===== src/verilog/crc_pkg.sv =====
// shared constants and types for the checksum engine
// assumes a 32-bit apb register bus and a byte-wide program memory read port
package crc_pkg;
  localparam logic [15:0] POLY = 16'h1021;
  localparam logic [15:0] SEED_ZERO = 16'h0000;
  localparam logic [15:0] SEED_ONE = 16'hFFFF;
  localparam int BLOCK_BYTES = 256;
  localparam logic [7:0] BLOCK_LAST = 8'hFF;
  // register byte addresses
  localparam logic [7:0] OFF_CONTROL = 8'h00;
  localparam logic [7:0] OFF_INPUT = 8'h04;
  localparam logic [7:0] OFF_RESULT = 8'h08;
  localparam logic [7:0] OFF_AUTO = 8'h0C;
  localparam logic [7:0] OFF_COUNT = 8'h10;
  localparam logic [7:0] OFF_FLIP = 8'h14;
  // control register fields
  localparam int CTL_SEL_BIT = 2;
  localparam int CTL_INIT_BIT = 3;
  localparam int CTL_PNT_BIT = 0;
  localparam int CTL_BUSY_BIT = 4;
  // auto config fields
  localparam int AUTO_EN_BIT = 7;
  localparam logic [7:0] RESET_BYTE = 8'h00;

  typedef enum logic [1:0] {IDLE, REQ, WAITD} scan_state_type;

  typedef struct packed {
    logic sel;
    logic pnt;
    logic [15:0] crc;
    logic [7:0] auto_cfg;
    logic [7:0] count;
    logic [7:0] flip;
    logic [7:0] offset;
    scan_state_type st;
    logic pready;
    logic [31:0] prdata;
    logic stall;
    logic mem_req;
    logic [15:0] mem_addr;
  } crc_state_type;
endpackage : crc_pkg


===== src/verilog/crc_engine.sv =====
// checksum engine with byte port, result port, bit mirror and memory scan
// assumes an apb master on pclk and a memory answering in the same cycle that req stands
//
// What this block does
// - checksum uses polynomial 0x1021 for both byte port and memory scan bytes.
// - only two seeds exist, 0x0000 and 0xFFFF.
// - init select bit 0 gives zero seed, 1 gives all-ones seed.
// - writing 1 to init strobe loads the seed; software seeds first.
// - each input byte folds into the result at once, in write order.
// - auto mode reads memory and checksums whole 256-byte blocks.
// - any control write while auto enabled and block count nonzero starts the scan.
// - cpu stalls during the scan until the last block is folded.
// - result is one 16-bit register.
// - result pointer picks the byte of each result access, then advances.
// - result changes only by seeding, overwriting or folding bytes.
// - bit reverse port reads back its byte mirrored.
//
// The APB register port and the placing of the registers were decided locally.
`timescale 1ns/1ps
module crc_engine
  import crc_pkg::*;
(
  input wire logic pclk, // system clock
  input wire logic presetn, // async reset, active low
  input wire logic psel, // apb select
  input wire logic penable, // apb enable
  input wire logic pwrite, // apb direction
  input wire logic [7:0] paddr, // apb byte address
  input wire logic [31:0] pwdata, // apb write data
  output logic [31:0] prdata, // apb read data
  output logic pready, // apb ready
  output logic pslverr, // apb error, unmapped address
  output logic cpu_stall, // holds cpu during scan
  output logic mem_req, // memory read strobe
  output logic [15:0] mem_addr, // memory byte address
  input wire logic [7:0] mem_rdata // memory data, valid while req stands
);
  crc_state_type s_reg, s_next; // result lives in s_reg.crc, one 16-bit register
  logic [15:0] fold_bus, fold_mem;
  logic [7:0] flipped;
  logic access, wr, rd;
  logic unmapped_reg;
  logic unmapped_next;

  // byte port and memory fold each use their own instance of the same step logic
  crc_byte_step u_fold_bus (.crc_in(s_reg.crc), .data(pwdata[7:0]), .crc_out(fold_bus));
  crc_byte_step u_fold_mem (.crc_in(s_reg.crc), .data(mem_rdata), .crc_out(fold_mem));
  bit_mirror u_mirror (.din(s_reg.flip), .dout(flipped));

  // an apb access is taken in the first access cycle, pready follows one cycle later
  assign access = psel && penable && !s_reg.pready;
  assign wr = access && pwrite;
  assign rd = access && !pwrite;

  // next state
  always_comb
  begin
    s_next = s_reg;
    s_next.pready = access;
    s_next.mem_req = 1'b0;
    unmapped_next = 1'b0;
    if (access)
      unmapped_next = !(paddr inside {OFF_CONTROL, OFF_INPUT, OFF_RESULT, OFF_AUTO,
        OFF_COUNT, OFF_FLIP});
    if (rd)
    begin
      unique case (paddr)
        OFF_CONTROL: s_next.prdata = {27'h000_0000, s_reg.st != IDLE, 1'b0, s_reg.sel,
          1'b0, s_reg.pnt};
        OFF_RESULT:
        begin
          s_next.prdata = {24'h00_0000, s_reg.pnt ? s_reg.crc[15:8] : s_reg.crc[7:0]};
          s_next.pnt = ~s_reg.pnt;
        end
        OFF_AUTO: s_next.prdata = {24'h00_0000, s_reg.auto_cfg};
        OFF_COUNT: s_next.prdata = {24'h00_0000, s_reg.count};
        OFF_FLIP: s_next.prdata = {24'h00_0000, flipped};
        default: s_next.prdata = 32'h0000_0000;
      endcase
    end
    if (wr)
    begin
      unique case (paddr)
        OFF_CONTROL:
        begin
          s_next.sel = pwdata[CTL_SEL_BIT];
          s_next.pnt = pwdata[CTL_PNT_BIT];
          if (pwdata[CTL_INIT_BIT])
            s_next.crc = pwdata[CTL_SEL_BIT] ? SEED_ONE : SEED_ZERO;
          if (s_reg.auto_cfg[AUTO_EN_BIT] && s_reg.count != RESET_BYTE)
          begin
            s_next.st = REQ;
            s_next.offset = RESET_BYTE;
            s_next.stall = 1'b1;
          end
        end
        OFF_INPUT: s_next.crc = fold_bus;
        OFF_RESULT:
        begin
          if (s_reg.pnt)
            s_next.crc[15:8] = pwdata[7:0];
          else
            s_next.crc[7:0] = pwdata[7:0];
          s_next.pnt = ~s_reg.pnt;
        end
        OFF_AUTO: s_next.auto_cfg = pwdata[7:0];
        OFF_COUNT: s_next.count = pwdata[7:0];
        OFF_FLIP: s_next.flip = pwdata[7:0];
        default: ;
      endcase
    end
    // scan engine: one byte per two cycles, blocks of 256 bytes
    unique case (s_reg.st)
      IDLE: ;
      REQ:
      begin
        s_next.mem_req = 1'b1;
        s_next.mem_addr = {s_reg.auto_cfg[6:0], 1'b0, 8'h00} + {8'h00, s_reg.offset};
        s_next.st = WAITD;
      end
      WAITD:
      begin
        s_next.crc = fold_mem;
        s_next.offset = s_reg.offset + 8'h01;
        s_next.st = REQ;
        if (s_reg.offset == BLOCK_LAST)
        begin
          s_next.count = s_reg.count - 8'h01;
          if (s_reg.count == 8'h01)
          begin
            s_next.st = IDLE;
            s_next.stall = 1'b0;
          end
          else
            s_next.auto_cfg = s_reg.auto_cfg + 8'h01;
        end
      end
    endcase
  end

  // state register
  always_ff @(posedge pclk or negedge presetn)
  begin
    if (!presetn)
    begin
      s_reg <= '0;
      unmapped_reg <= 1'b0;
    end
    else
    begin
      s_reg <= s_next;
      unmapped_reg <= unmapped_next;
    end
  end

  assign prdata = s_reg.prdata;
  assign pready = s_reg.pready;
  assign pslverr = unmapped_reg;
  assign cpu_stall = s_reg.stall;
  assign mem_req = s_reg.mem_req;
  assign mem_addr = s_reg.mem_addr;
endmodule : crc_engine


===== src/verilog/crc_byte_step.sv =====
// folds one byte into a 16-bit checksum, msb first
// assumes nothing beyond combinational use
`timescale 1ns/1ps
module crc_byte_step
  import crc_pkg::*;
(
  input wire logic [15:0] crc_in, // running value
  input wire logic [7:0] data, // byte to fold
  output logic [15:0] crc_out // folded value
);
  // eight shift steps with polynomial feedback, no reflection
  always_comb
  begin
    logic [15:0] c;
    c = crc_in;
    for (int i = 7; i >= 0; i--)
    begin
      if (c[15] ^ data[i])
        c = {c[14:0], 1'b0} ^ POLY;
      else
        c = {c[14:0], 1'b0};
    end
    crc_out = c;
  end
endmodule : crc_byte_step


===== src/verilog/bit_mirror.sv =====
// mirrors the bit order of one byte
// assumes nothing beyond combinational use
`timescale 1ns/1ps
module bit_mirror
  import crc_pkg::*;
(
  input wire logic [7:0] din, // byte in
  output logic [7:0] dout // mirrored byte
);
  // one wire per bit
  genvar g;
  generate
    for (g = 0; g < 8; g++)
    begin : g_bit
      assign dout[g] = din[7 - g];
    end
  endgenerate
endmodule : bit_mirror


===== config.mk =====
export PLATFORM = sky130hd
export DESIGN_NAME = crc_engine
export DESIGN_NICKNAME = d
export VERILOG_FILES = /design/src/verilog/crc_pkg.sv /design/src/verilog/crc_engine.sv /design/src/verilog/crc_byte_step.sv /design/src/verilog/bit_mirror.sv
export SDC_FILE = /design/constraint.sdc
export NUM_CORES = 1
export LEC_CHECK = 0
export ABC_CLOCK_PERIOD_IN_PS = 1900
export BUFFER_PORTS_ARGS = -buffer_cell sky130_fd_sc_hd__buf_4
export CAP_MARGIN = 10
export CORE_MARGIN = 2
export CORE_UTILIZATION = 45
export CTS_CLUSTER_DIAMETER = 60
export DETAILED_ROUTE_END_ITERATION = 10
export PLACE_DENSITY = 0.75
export SETUP_SLACK_MARGIN = 0.05
export SYNTH_ARGS = -nofsm -noshare
export SYNTH_HDL_FRONTEND = slang
export SYNTH_SLANG_ARGS = --single-unit

===== constraint.sdc =====
create_clock -name pclk -period 1.9 [get_ports pclk]
set_input_delay 0.19 -clock pclk [delete_from_list [all_inputs] [get_ports pclk]]
set_output_delay 0.19 -clock pclk [all_outputs]
set_load 0.02 [all_outputs]

==> metrics.yaml, run 1 <==
critical_path:
  path_class: "reg2reg"
  required_ns: 2.12
  endpoint_kind: "flip-flop"
  critPathLaunchType: "flip-flop"
  r2r_start: "pready"
  critical_path.cell_chain: "nand4b_1 > buf_4 > nor3_2 > buf_4 > nand4_1 > buf_6 > nor2_1 > nor3_2"
  worstPathMaxFanout: 5
  slowest_delay_ns: 0.37
  cp-startpoint: "pready"
  arrival_ns: 2.08
  reg2reg_depth: 8
  critical_path.slowest_cell: "dfrtp_1"
placed_design:
  gp_congestion: 0.8835
  place_area_mm2: 0.005949
  hpwl_um: 10830
  io_buffers: 55
drt:
  wire_per_inst_um: 18.85
  ant_nets: 0
  drtIter0Drc: 465
  drt-total-wl_um: 14760
  drc_errors: 0
  vias_per_cell: 5.847
  vias: 4578
  first_pass_iters: 5
global_route:
  grt_max_degree: 34
  grt_pass1_vias: 4449
  grt_remaining_overflow: 0
  antenna_found_initial: 0
  grt_use_total: 0.2329
  grt_pass1_wl_um: 23320
die:
  die_area_mm2: 0.01255
  die_h_um: 112.0
  coreArea_mm2: 0.01142
  fp.dieW_um: 112.0
  start_util: 0.4599
  num_rows: 39
  ios: 105
synth:
  synth_top_area_share: 0.3765
  synth_top_area_cell: "dfrtp_1"
  yosysWarnings: 0
  yosys.cell_types.count: 65
  synth_flop_cell: "dfrtp_1"
  async_reset_ff_frac: 1.000
  synthesis.area_mm2: 0.005251
  netlist_instances: 545
  yosys-top-cells-area: "dfrtp_1, buf_4, xnor2_1, mux2_2, mux2i_1"
  synth.most_common_cell: "dfrtp_1"
  syn_avg_cell_area_um2: 9.635
  synth-seq-area-share: 0.3765
  ys_ff_latch: 79
  synth_common_cells: "dfrtp_1, buf_4, xnor2_1"
  synth_edf_count: 0
timing:
  drv_slew: 0
  whs_ns: 0.1584
  min_period_ns: 1.866
  setup_viol: 0
  max_freq_mhz: 535.8
  rsz0062_at_grt: "true"
  hold_viol_final: 0
  skew_ns: 0.007226
  finalCritPeriodShare: 0.9824
  final.setup.tns_ns: 0
clock_tree:
  numClockSinks: 79
  cts_tree: "yes"
  root_buffer: "clkbuf_16"
  clk_pin_slew_worst_paths_ns: 0.06
  htreeDepth: 3
  cts_max_path_buffers: 2
  numCtsBuffers: 9
  clk_latency_ns: 0.34
hold_path:
  min_path_cells: 3
  min_path_type: "in2reg"
  hp-start: "penable"
cells_and_area:
  largest_reg_flops: 52
  antenna_cells: 0
  finish.utilization: 0.5717
  stdcell_area_mm2: 0.006528
  fin_nets: 698
  drive_gt1_frac: 0.3328
  syn_to_final_growth_pct: 24.30
pwr:
  leakage_nw: 3.017
  power-per-cell-area_mw_per_mm2: 1350
  ir_drop_uv: 561.9
status:
  status: "finished clean"
run:
  maxCapViolCount: 0
==> layout make-up <==
| class | instances | area (µm²) |
|---|---|---|
| clock inverter | 5 | 81.33 |
| timing repair buffer | 130 | 1031 |
| fill | 982 | 4891 |
| multi-input combinational | 401 | 2972 |
| tap | 143 | 178.9 |
| inverter | 14 | 55.05 |
| sequential | 79 | 1977 |
| clock buffer | 11 | 232.7 |
==> logic make-up (layout without fill, tap and decap cells) <==
kind of cell	Yosys count	in the layout	synth area share
and+or+nand+nor	131	131	0.1287
DFF	79	79	0.3765
other	1	25	0.0007141
adders and majority gates	10	10	0.02383
AOI/OAI and AO/OA	139	140	0.1866
xor gates and xnor gates	50	50	0.08911
muxes	45	45	0.09221
buffers and inverters	90	160	0.1025
==> metrics by stage <==
stage | cells | setup WS, ns | total power, mW
finish | 783 | 0.03350 | 8.813
detailed placement | 750 | -0.2187 | 6.686
CTS | 771 | 0.03294 | 8.576
global route | 783 | -0.04588 | 9.309
floorplan | 569 | 0.03872 | 5.562
global placement | 750 | -0.1543 | 6.573
==> routing by layer <==
metal / part of all wire / routed length [µm] / global-route usage
met3: 0.077 / 1139 / 0.04482
met1: 0.42 / 6143 / 0.3078
met5: 0 / 0 / 0
met4: 0.037 / 540 / 0.09837
met2: 0.47 / 6938 / 0.3774
==> worst max-delay path, delay by kind of cell (launching register included) <==
kind,cells,cell delay (ns)
buffers and inverters,3,0.59
flip-flops,1,0.37
AND/OR/NAND/NOR,5,0.79
==> placed cells by master (no fill, tap or decap), types with 8 or more instances in the layout <==
| cell type | n |
|---|---|
| buf_4 | 122 |
| dfrtp_1 | 79 |
| xnor2_1 | 36 |
| nor2_1 | 33 |
| nand2_1 | 31 |
| mux2_2 | 27 |
| conb_1 | 25 |
| a21oi_1 | 20 |
| o21ai_0 | 19 |
| mux2i_1 | 18 |
| inv_1 | 13 |
| o22ai_1 | 13 |
| nand3_1 | 11 |
| xor2_1 | 11 |
| and3_1 | 9 |
| a221o_1 | 9 |
| clkbuf_16 | 9 |
| a22o_1 | 8 |
| ha_1 | 8 |
==> repair_timing <==
action / CTS / global route
setup endpoints to repair: 16 / 33
cloned: 0 / 1
resized for setup: 6 / 35
buffers inserted: 4 / 11
hold buffers: 1 / 0
pin swaps: 4 / 8
endpoints found under the hold margin: 30 / 0
==> final timing paths <==
check	endpoint	slack (ns)
max	s_reg[76]	0.03
min	pready	0.16
max reg2reg	s_reg[76]	0.03
min reg2reg	s_reg[59]	0.50
max in group asynchronous	s_reg[86]	0.98
min in group asynchronous	pslverr	0.35
==> power by group <==
group	switching [mW]	internal [mW]
logic	2.12	2.06
registers	0.606	2.18
clock network	0.692	1.15
(Power assumes the default switching activity.)
==> inputs of run 2 (changes only) <==
==> constraint.sdc (replaced) <==
create_clock -name pclk -period 1.9 [get_ports pclk]
set_input_delay 0.38 -clock pclk [delete_from_list [all_inputs] [get_ports pclk]]
set_output_delay 0.38 -clock pclk [all_outputs]
set_load 0.02 [all_outputs]
==> metrics.yaml, run 2 (synthesized netlist as in run 1, its figures left out) <==
clock_tree:
  clk_latency_ns: 0.35  # about the same
  cts_tree: "yes"
  htreeDepth: 3  # unchanged
  clk_pin_slew_worst_paths_ns: 0.06  # about the same
  numClockSinks: 79  # unchanged
  cts_max_path_buffers: 2  # unchanged
  numCtsBuffers: 9  # unchanged
  root_buffer: "clkbuf_16"
  postCtsHoldBufs: 0  # -1
cells_and_area:
  antenna_cells: 0  # unchanged
  drive_gt1_frac: 0.3426  # +0.009780
  finish.utilization: 0.5843  # +0.01260
  n_fill_cell: 973  # -0.92%
  multi_input_area_mm2: 0.002997  # +0.84%
  fin_nets: 706  # +1.1%
  largest_reg_flops: 52  # unchanged
  final_cell_mix: "buf_4, dfrtp_1, xnor2_1"
  syn_to_final_growth_pct: 27.04
  seqCellArea_mm2: 0.001977  # unchanged
  mostFrequentLayoutCell: "buf_4"
global_route:
  antenna_found_initial: 0  # unchanged
  grt_max_degree: 35  # +2.9%
  grt_pass1_wl_um: 23690  # +1.6%
  grt_use_total: 0.2385  # +0.005613
  grt_remaining_overflow: 0  # unchanged
  grt_pass1_vias: 4581  # +3.0%
placed_design:
  post-place-ws_ns: -0.3052  # -0.08646 ns
  gp_congestion: 0.9332  # +5.6%
  hpwl_um: 10770  # -0.54%
  io_buffers: 55  # unchanged
drt:
  wire_per_inst_um: 18.62  # -1.2%
  drtIter0Drc: 460  # -1.1%
  drc_errors: 0  # unchanged
  first_pass_iters: 5  # unchanged
  vias_per_cell: 5.852  # about the same
  ant_nets: 0  # unchanged
  drt-total-wl_um: 14730  # -0.22%
  vias: 4629  # +1.1%
timing:
  relSlewSlack: 0.6602
  final.setup.tns_ns: 0  # unchanged
  worst_pin_slew_ns: 0.5061
  drv_slew: 0  # unchanged
  rsz0062_at_grt: "true"
  setup_viol: 0  # unchanged
  skew_ns: 0.006034  # -0.001192 ns
  min_period_ns: 1.875  # +0.008120 ns
  whs_ns: -0.007252  # -0.1657 ns
  max_freq_mhz: 533.4  # -0.43%
  hold_viol_final: 7  # +7
  fin_ws_ns: 0.02538  # -0.008120 ns
  finalCritPeriodShare: 0.9866  # +0.004274
critical_path:
  arrival_ns: 2.10  # +0.02 ns
  required_ns: 2.12  # about the same
  worstPathMaxFanout: 6  # +1
  path_class: "reg2reg"
  critPathLaunchType: "flip-flop"
  endpoint_kind: "flip-flop"
die:
  ios: 105  # unchanged
  fp.dieW_um: 112.0  # unchanged
  die_h_um: 112.0  # unchanged
  die_area_mm2: 0.01255  # unchanged
  num_rows: 39  # unchanged
  start_util: 0.4599  # unchanged
  coreArea_mm2: 0.01142  # unchanged
pwr:
  leakage_nw: 3.082  # +2.1%
  ir_drop_uv: 645.5  # +15%
  finalPower_mw: 8.817  # about the same
  power-per-cell-area_mw_per_mm2: 1322  # -2.1%
run:
  maxCapViolCount: 0  # unchanged
status:
  violations: "negative hold slack"
  status: "finished with violations"
hold_path:
  min_path_type: "in2async"
==> run 2: cell types whose count changed in the layout (fill, tap and decap cells not counted), sizes merged <==
| cell | change |
|---|---|
| buf | +10 |
| a21oi | -1 |
| clkbuf | -1 |
| clkinv | +1 |
| clkinvlp | +1 |
| dlygate4sd3 | -1 |
| inv | -1 |
==> run 2: final cells by class <==
| cell class | instances | share of cell area |
|---|---|---|
| Clock buffer | 10 | 0.03432 |
| Clock inverter | 6 | 0.01388 |
| Inverter | 14 | 0.008065 |
| Multi-Input combinational cell | 400 | 0.4492 |
| Sequential cell | 79 | 0.2963 |
| Tap cell | 143 | 0.02682 |
| Timing Repair Buffer | 139 | 0.1714 |
==> run 2: timing repair <==
item / CTS / global route
setup buffers: 8 / 9
pin swaps: 4 / 13
resized for setup: 10 / 28
endpoints found under the setup margin: 15 / 32
==> run 2: power breakdown <==
group	total (mW)	switching, mW	internal [mW]
logic	4.16	2.10	2.06
registers	2.77	0.590	2.18
clock network	1.89	0.732	1.16
==> run 2: routing by layer <==
metal	GRT usage	wire (µm)
met5	0	0
met4	0.09024	440
met3	0.05940	1025
met2	0.3842	7105
met1	0.3129	6157
==> run 2: metrics by stage <==
step,std cells,hold slack [ns],instance area [µm²]
detailed placement,758,0.3745,6110
CTS,782,0.008470,6521
finish,791,-0.007252,6671
global placement,758,0.3727,6110
floorplan,569,0.08441,5465
global route,791,0.02854,6671
==> run 2: final timing paths <==
check	startpoint	endpoint	slack (ns)	depth (start not counted)
setup / recovery	pready	s_reg[60]	0.03	8
hold / removal	presetn	s_reg[68]	-0.007	1
setup reg to reg	pready	s_reg[60]	0.03	8
hold reg to reg	prdata[0]	prdata[0]	0.51	1
max in group asynchronous	presetn	s_reg[92]	1.41	2
min in group pclk	penable	pready	0.34	3
==> run 2: worst max-delay path, cell delays in order (launching register included) <==
cell	delay (ns)
dfrtp_1	0.38
nand4b_1	0.27
buf_4	0.21
nor3_4	0.19
buf_4	0.15
a41oi_2	0.12
buf_6	0.17
o21ai_0	0.16
o21ai_1	0.10
==> inputs of run 3 (changes only) <==
--- a/config.mk
+++ b/config.mk
@@ -12,8 +12,9 @@
 export CORE_UTILIZATION = 45
 export CTS_CLUSTER_DIAMETER = 60
 export DETAILED_ROUTE_END_ITERATION = 10
-export PLACE_DENSITY = 0.75
+export PLACE_DENSITY = 0.74
 export SETUP_SLACK_MARGIN = 0.05
 export SYNTH_ARGS = -nofsm -noshare
 export SYNTH_HDL_FRONTEND = slang
+export SYNTH_HIERARCHICAL = 1
 export SYNTH_SLANG_ARGS = --single-unit
==> metrics.yaml, run 3 <==
drt:
  ant_nets: 0  # unchanged
  vias: 4671  # +0.91%
  first_pass_iters: 5  # unchanged
  drt-total-wl_um: 15130  # +2.7%
  wire_per_inst_um: 18.07  # -3.0%
  vias_per_cell: 5.581  # -4.6%
  drc_errors: 0  # unchanged
  drtIter0Drc: 448  # -2.6%
timing:
  min_period_ns: 1.966  # +0.09103 ns
  final.setup.tns_ns: -0.2119  # -0.2119 ns
  setup_viol: 6  # +6
  rsz0062_at_grt: "true"
  drv_slew: 0  # unchanged
  max_freq_mhz: 508.7  # -4.6%
  finalCritPeriodShare: 1.035  # +0.04791
  whs_ns: -0.006039  # +0.001213 ns
  skew_ns: 0.009842  # +0.003808 ns
  hold_viol_final: 12  # +5
  fin_ws_ns: -0.06565  # -0.09103 ns
pwr:
  leakage_nw: 3.310  # +7.4%
  seqPwrFrac: 0.289  # -0.025
  p_sw_frac: 0.3563  # -0.03142
  finalPower_mw: 8.333  # -5.5%
  ir_drop_uv: 843.2  # +31%
  power-per-cell-area_mw_per_mm2: 1170  # -12%
  internal_power_mw: 5.365  # -0.63%
  clkPwrFrac: 0.212  # -0.002
  p_switching_mw: 2.969  # -13%
  power_frac_comb: 0.499  # +0.027
critical_path:
  required_ns: 2.13  # about the same
  critPathLaunchType: "flip-flop"
  path_class: "reg2reg"
  reg2reg_slack_ns: -0.07  # -0.09 ns
  worstPathMaxFanout: 6  # unchanged
  arrival_ns: 2.20  # +0.10 ns
  endpoint_kind: "flip-flop"
cells_and_area:
  finish.utilization: 0.5716  # -0.01265
  syn_to_final_growth_pct: 25.55
  drive_gt1_frac: 0.4015  # +0.05891
  final_cell_mix: "buf_4, dfrtp_1, nand2_1"
  stdcell_area_mm2: 0.007126  # +6.8%
  mostFrequentLayoutCell: "buf_4"
  multi_input_area_mm2: 0.003460  # +15%
  seqCellArea_mm2: 0.001984  # +0.38%
  n_fill_cell: 1075  # +10%
  antenna_cells: 0  # unchanged
  fin_nets: 722  # +2.3%
  largest_reg_flops: 52  # unchanged
placed_design:
  place_area_mm2: 0.006487  # +6.2%
  gp_congestion: 0.9025  # -3.3%
  post-place-ws_ns: -0.2256  # +0.07955 ns
  io_buffers: 55  # unchanged
  hpwl_um: 11170  # +3.6%
die:
  start_util: 0.4553  # -0.004610
  coreArea_mm2: 0.01247  # +9.2%
  num_rows: 41  # +5.1%
  ios: 105  # unchanged
  die_h_um: 116.3  # +3.8%
  die_area_mm2: 0.01353  # +7.8%
  fp.dieW_um: 116.3  # +3.8%
synth:
  synth.most_common_cell: "dfrtp_1"
  async_reset_ff_frac: 1.000  # unchanged
  synth_common_cells: "dfrtp_1, buf_4, nand2_1"
  syn_avg_cell_area_um2: 9.922  # +3.0%
  synthesis.area_mm2: 0.005675  # +8.1%
  synth_top_area_cell: "dfrtp_1"
  netlist_instances: 572  # +5.0%
  synth_edf_count: 0  # unchanged
  synth_flop_cell: "dfrtp_1"
  yosys-top-cells-area: "dfrtp_1, buf_4, mux2_2, xnor3_1, nand2_1"
  synth_top_area_share: 0.3483  # -0.02813
  synth-seq-area-share: 0.3483  # -0.02813
  yosys.cell_types.count: 70  # +7.7%
  ys_ff_latch: 79  # unchanged
  yosysWarnings: 6  # +6
global_route:
  grt_pass1_wl_um: 23920  # +0.99%
  grt_pass1_vias: 4621  # +0.87%
  grt_use_total: 0.2302  # -0.008257
  grt_remaining_overflow: 0  # unchanged
  antenna_found_initial: 0  # unchanged
  grt_max_degree: 36  # +2.9%
clock_tree:
  clk_latency_ns: 0.35  # about the same
  numCtsBuffers: 9  # unchanged
  numClockSinks: 79  # unchanged
  clk_pin_slew_worst_paths_ns: 0.07  # about the same
  cts_max_path_buffers: 2  # unchanged
  postCtsHoldBufs: 0  # unchanged
  cts_tree: "yes"
  htreeDepth: 3  # unchanged
  root_buffer: "clkbuf_16"
run:
  maxCapViolCount: 0  # unchanged
status:
  violations: "negative hold slack, negative setup slack"
  status: "finished with violations"
hold_path:
  min_path_type: "in2async"
-- run 3: cell count changes in the layout (fill, tap and decap cells not counted), moves of 11 or more --
| cell | before | now |
|---|---|---|
| o21ai_0 | 20 | 7 |
| a22oi_1 | 5 | 17 |
| o21ai_1 | 7 | 18 |
| nand2_1 | 30 | 50 |
| xnor2_1 | 37 | 13 |
-- run 3: layout make-up --
cell class	count	share of cell area
multi-input combinational	417	0.4855
sequential	79	0.2785
timing repair buffer	136	0.1552
clock buffer	10	0.03213
tap	172	0.03020
clock inverter	6	0.009482
inverter	17	0.008955
-- run 3: cell families after synthesis --
| logic type | Yosys count | synth area share |
|---|---|---|
| xor gates and xnor gates | 48 | 0.1354 |
| other | 1 | 0.0006607 |
| muxes | 40 | 0.07628 |
| adders and majority gates | 9 | 0.01984 |
| DFF | 79 | 0.3483 |
| AOI/OAI and AO/OA | 145 | 0.1753 |
| buffers and inverters | 100 | 0.1089 |
| and+or+nand+nor | 150 | 0.1354 |
-- run 3: layer usage --
layer  global-route usage  vias to the layer above  wire length (µm)
met5                    0                        -                 0
met4              0.08968                        0               444
met3              0.04359                       41               778
met2               0.3981                      161              7707
met1               0.2854                     2313              6194
li1                     -                     2156                 -
-- run 3: critical path: stages, from the launching register on --
cell       delay (ns)
dfrtp_1          0.40
inv_2            0.10
ha_4             0.13
or3b_4           0.41
o2111ai_4        0.27
buf_12           0.16
nand2b_4         0.08
o22a_1           0.20
o21a_1           0.10
-- run 3: power groups by stage --
stage / combinational, mW / sequential, mW / clock, mW
2_1_floorplan: 3.01 / 2.29 / 0
3_3_place_gp: 3.80 / 2.39 / 0
3_5_place_dp: 3.93 / 2.41 / 0
4_1_cts: 4.00 / 2.39 / 1.79
5_1_grt: 4.46 / 2.46 / 1.85
6_report: 4.16 / 2.41 / 1.77
-- run 3: metrics by stage --
step                instances  hold slack [ns]
global placement          812           0.3687
floorplan                 596          0.08441
detailed placement        812           0.3750
finish                    837        -0.006039
global route              837          0.02938
CTS                       833          0.01194
-- run 3: what timing repair did --
item                       CTS  global route
hold endpoints to repair     0             0
pin swaps                    8            19
setup endpoints to repair   28            42
cloned                       1             0
buffers inserted             4             7
resized for setup           22            55
-- run 3: path summary, 6_finish.rpt --
check / from / end / depth (start not counted)
setup / recovery: s_reg[70] / s_reg[83] / 8
hold / removal: presetn / s_reg[69] / 1
setup reg to reg: s_reg[70] / s_reg[83] / 8
hold reg to reg: s_reg[61] / s_reg[61] / 2
max in group asynchronous: presetn / mem_addr[6] / 2
min in group pclk: pwdata[4] / s_reg[65] / 2
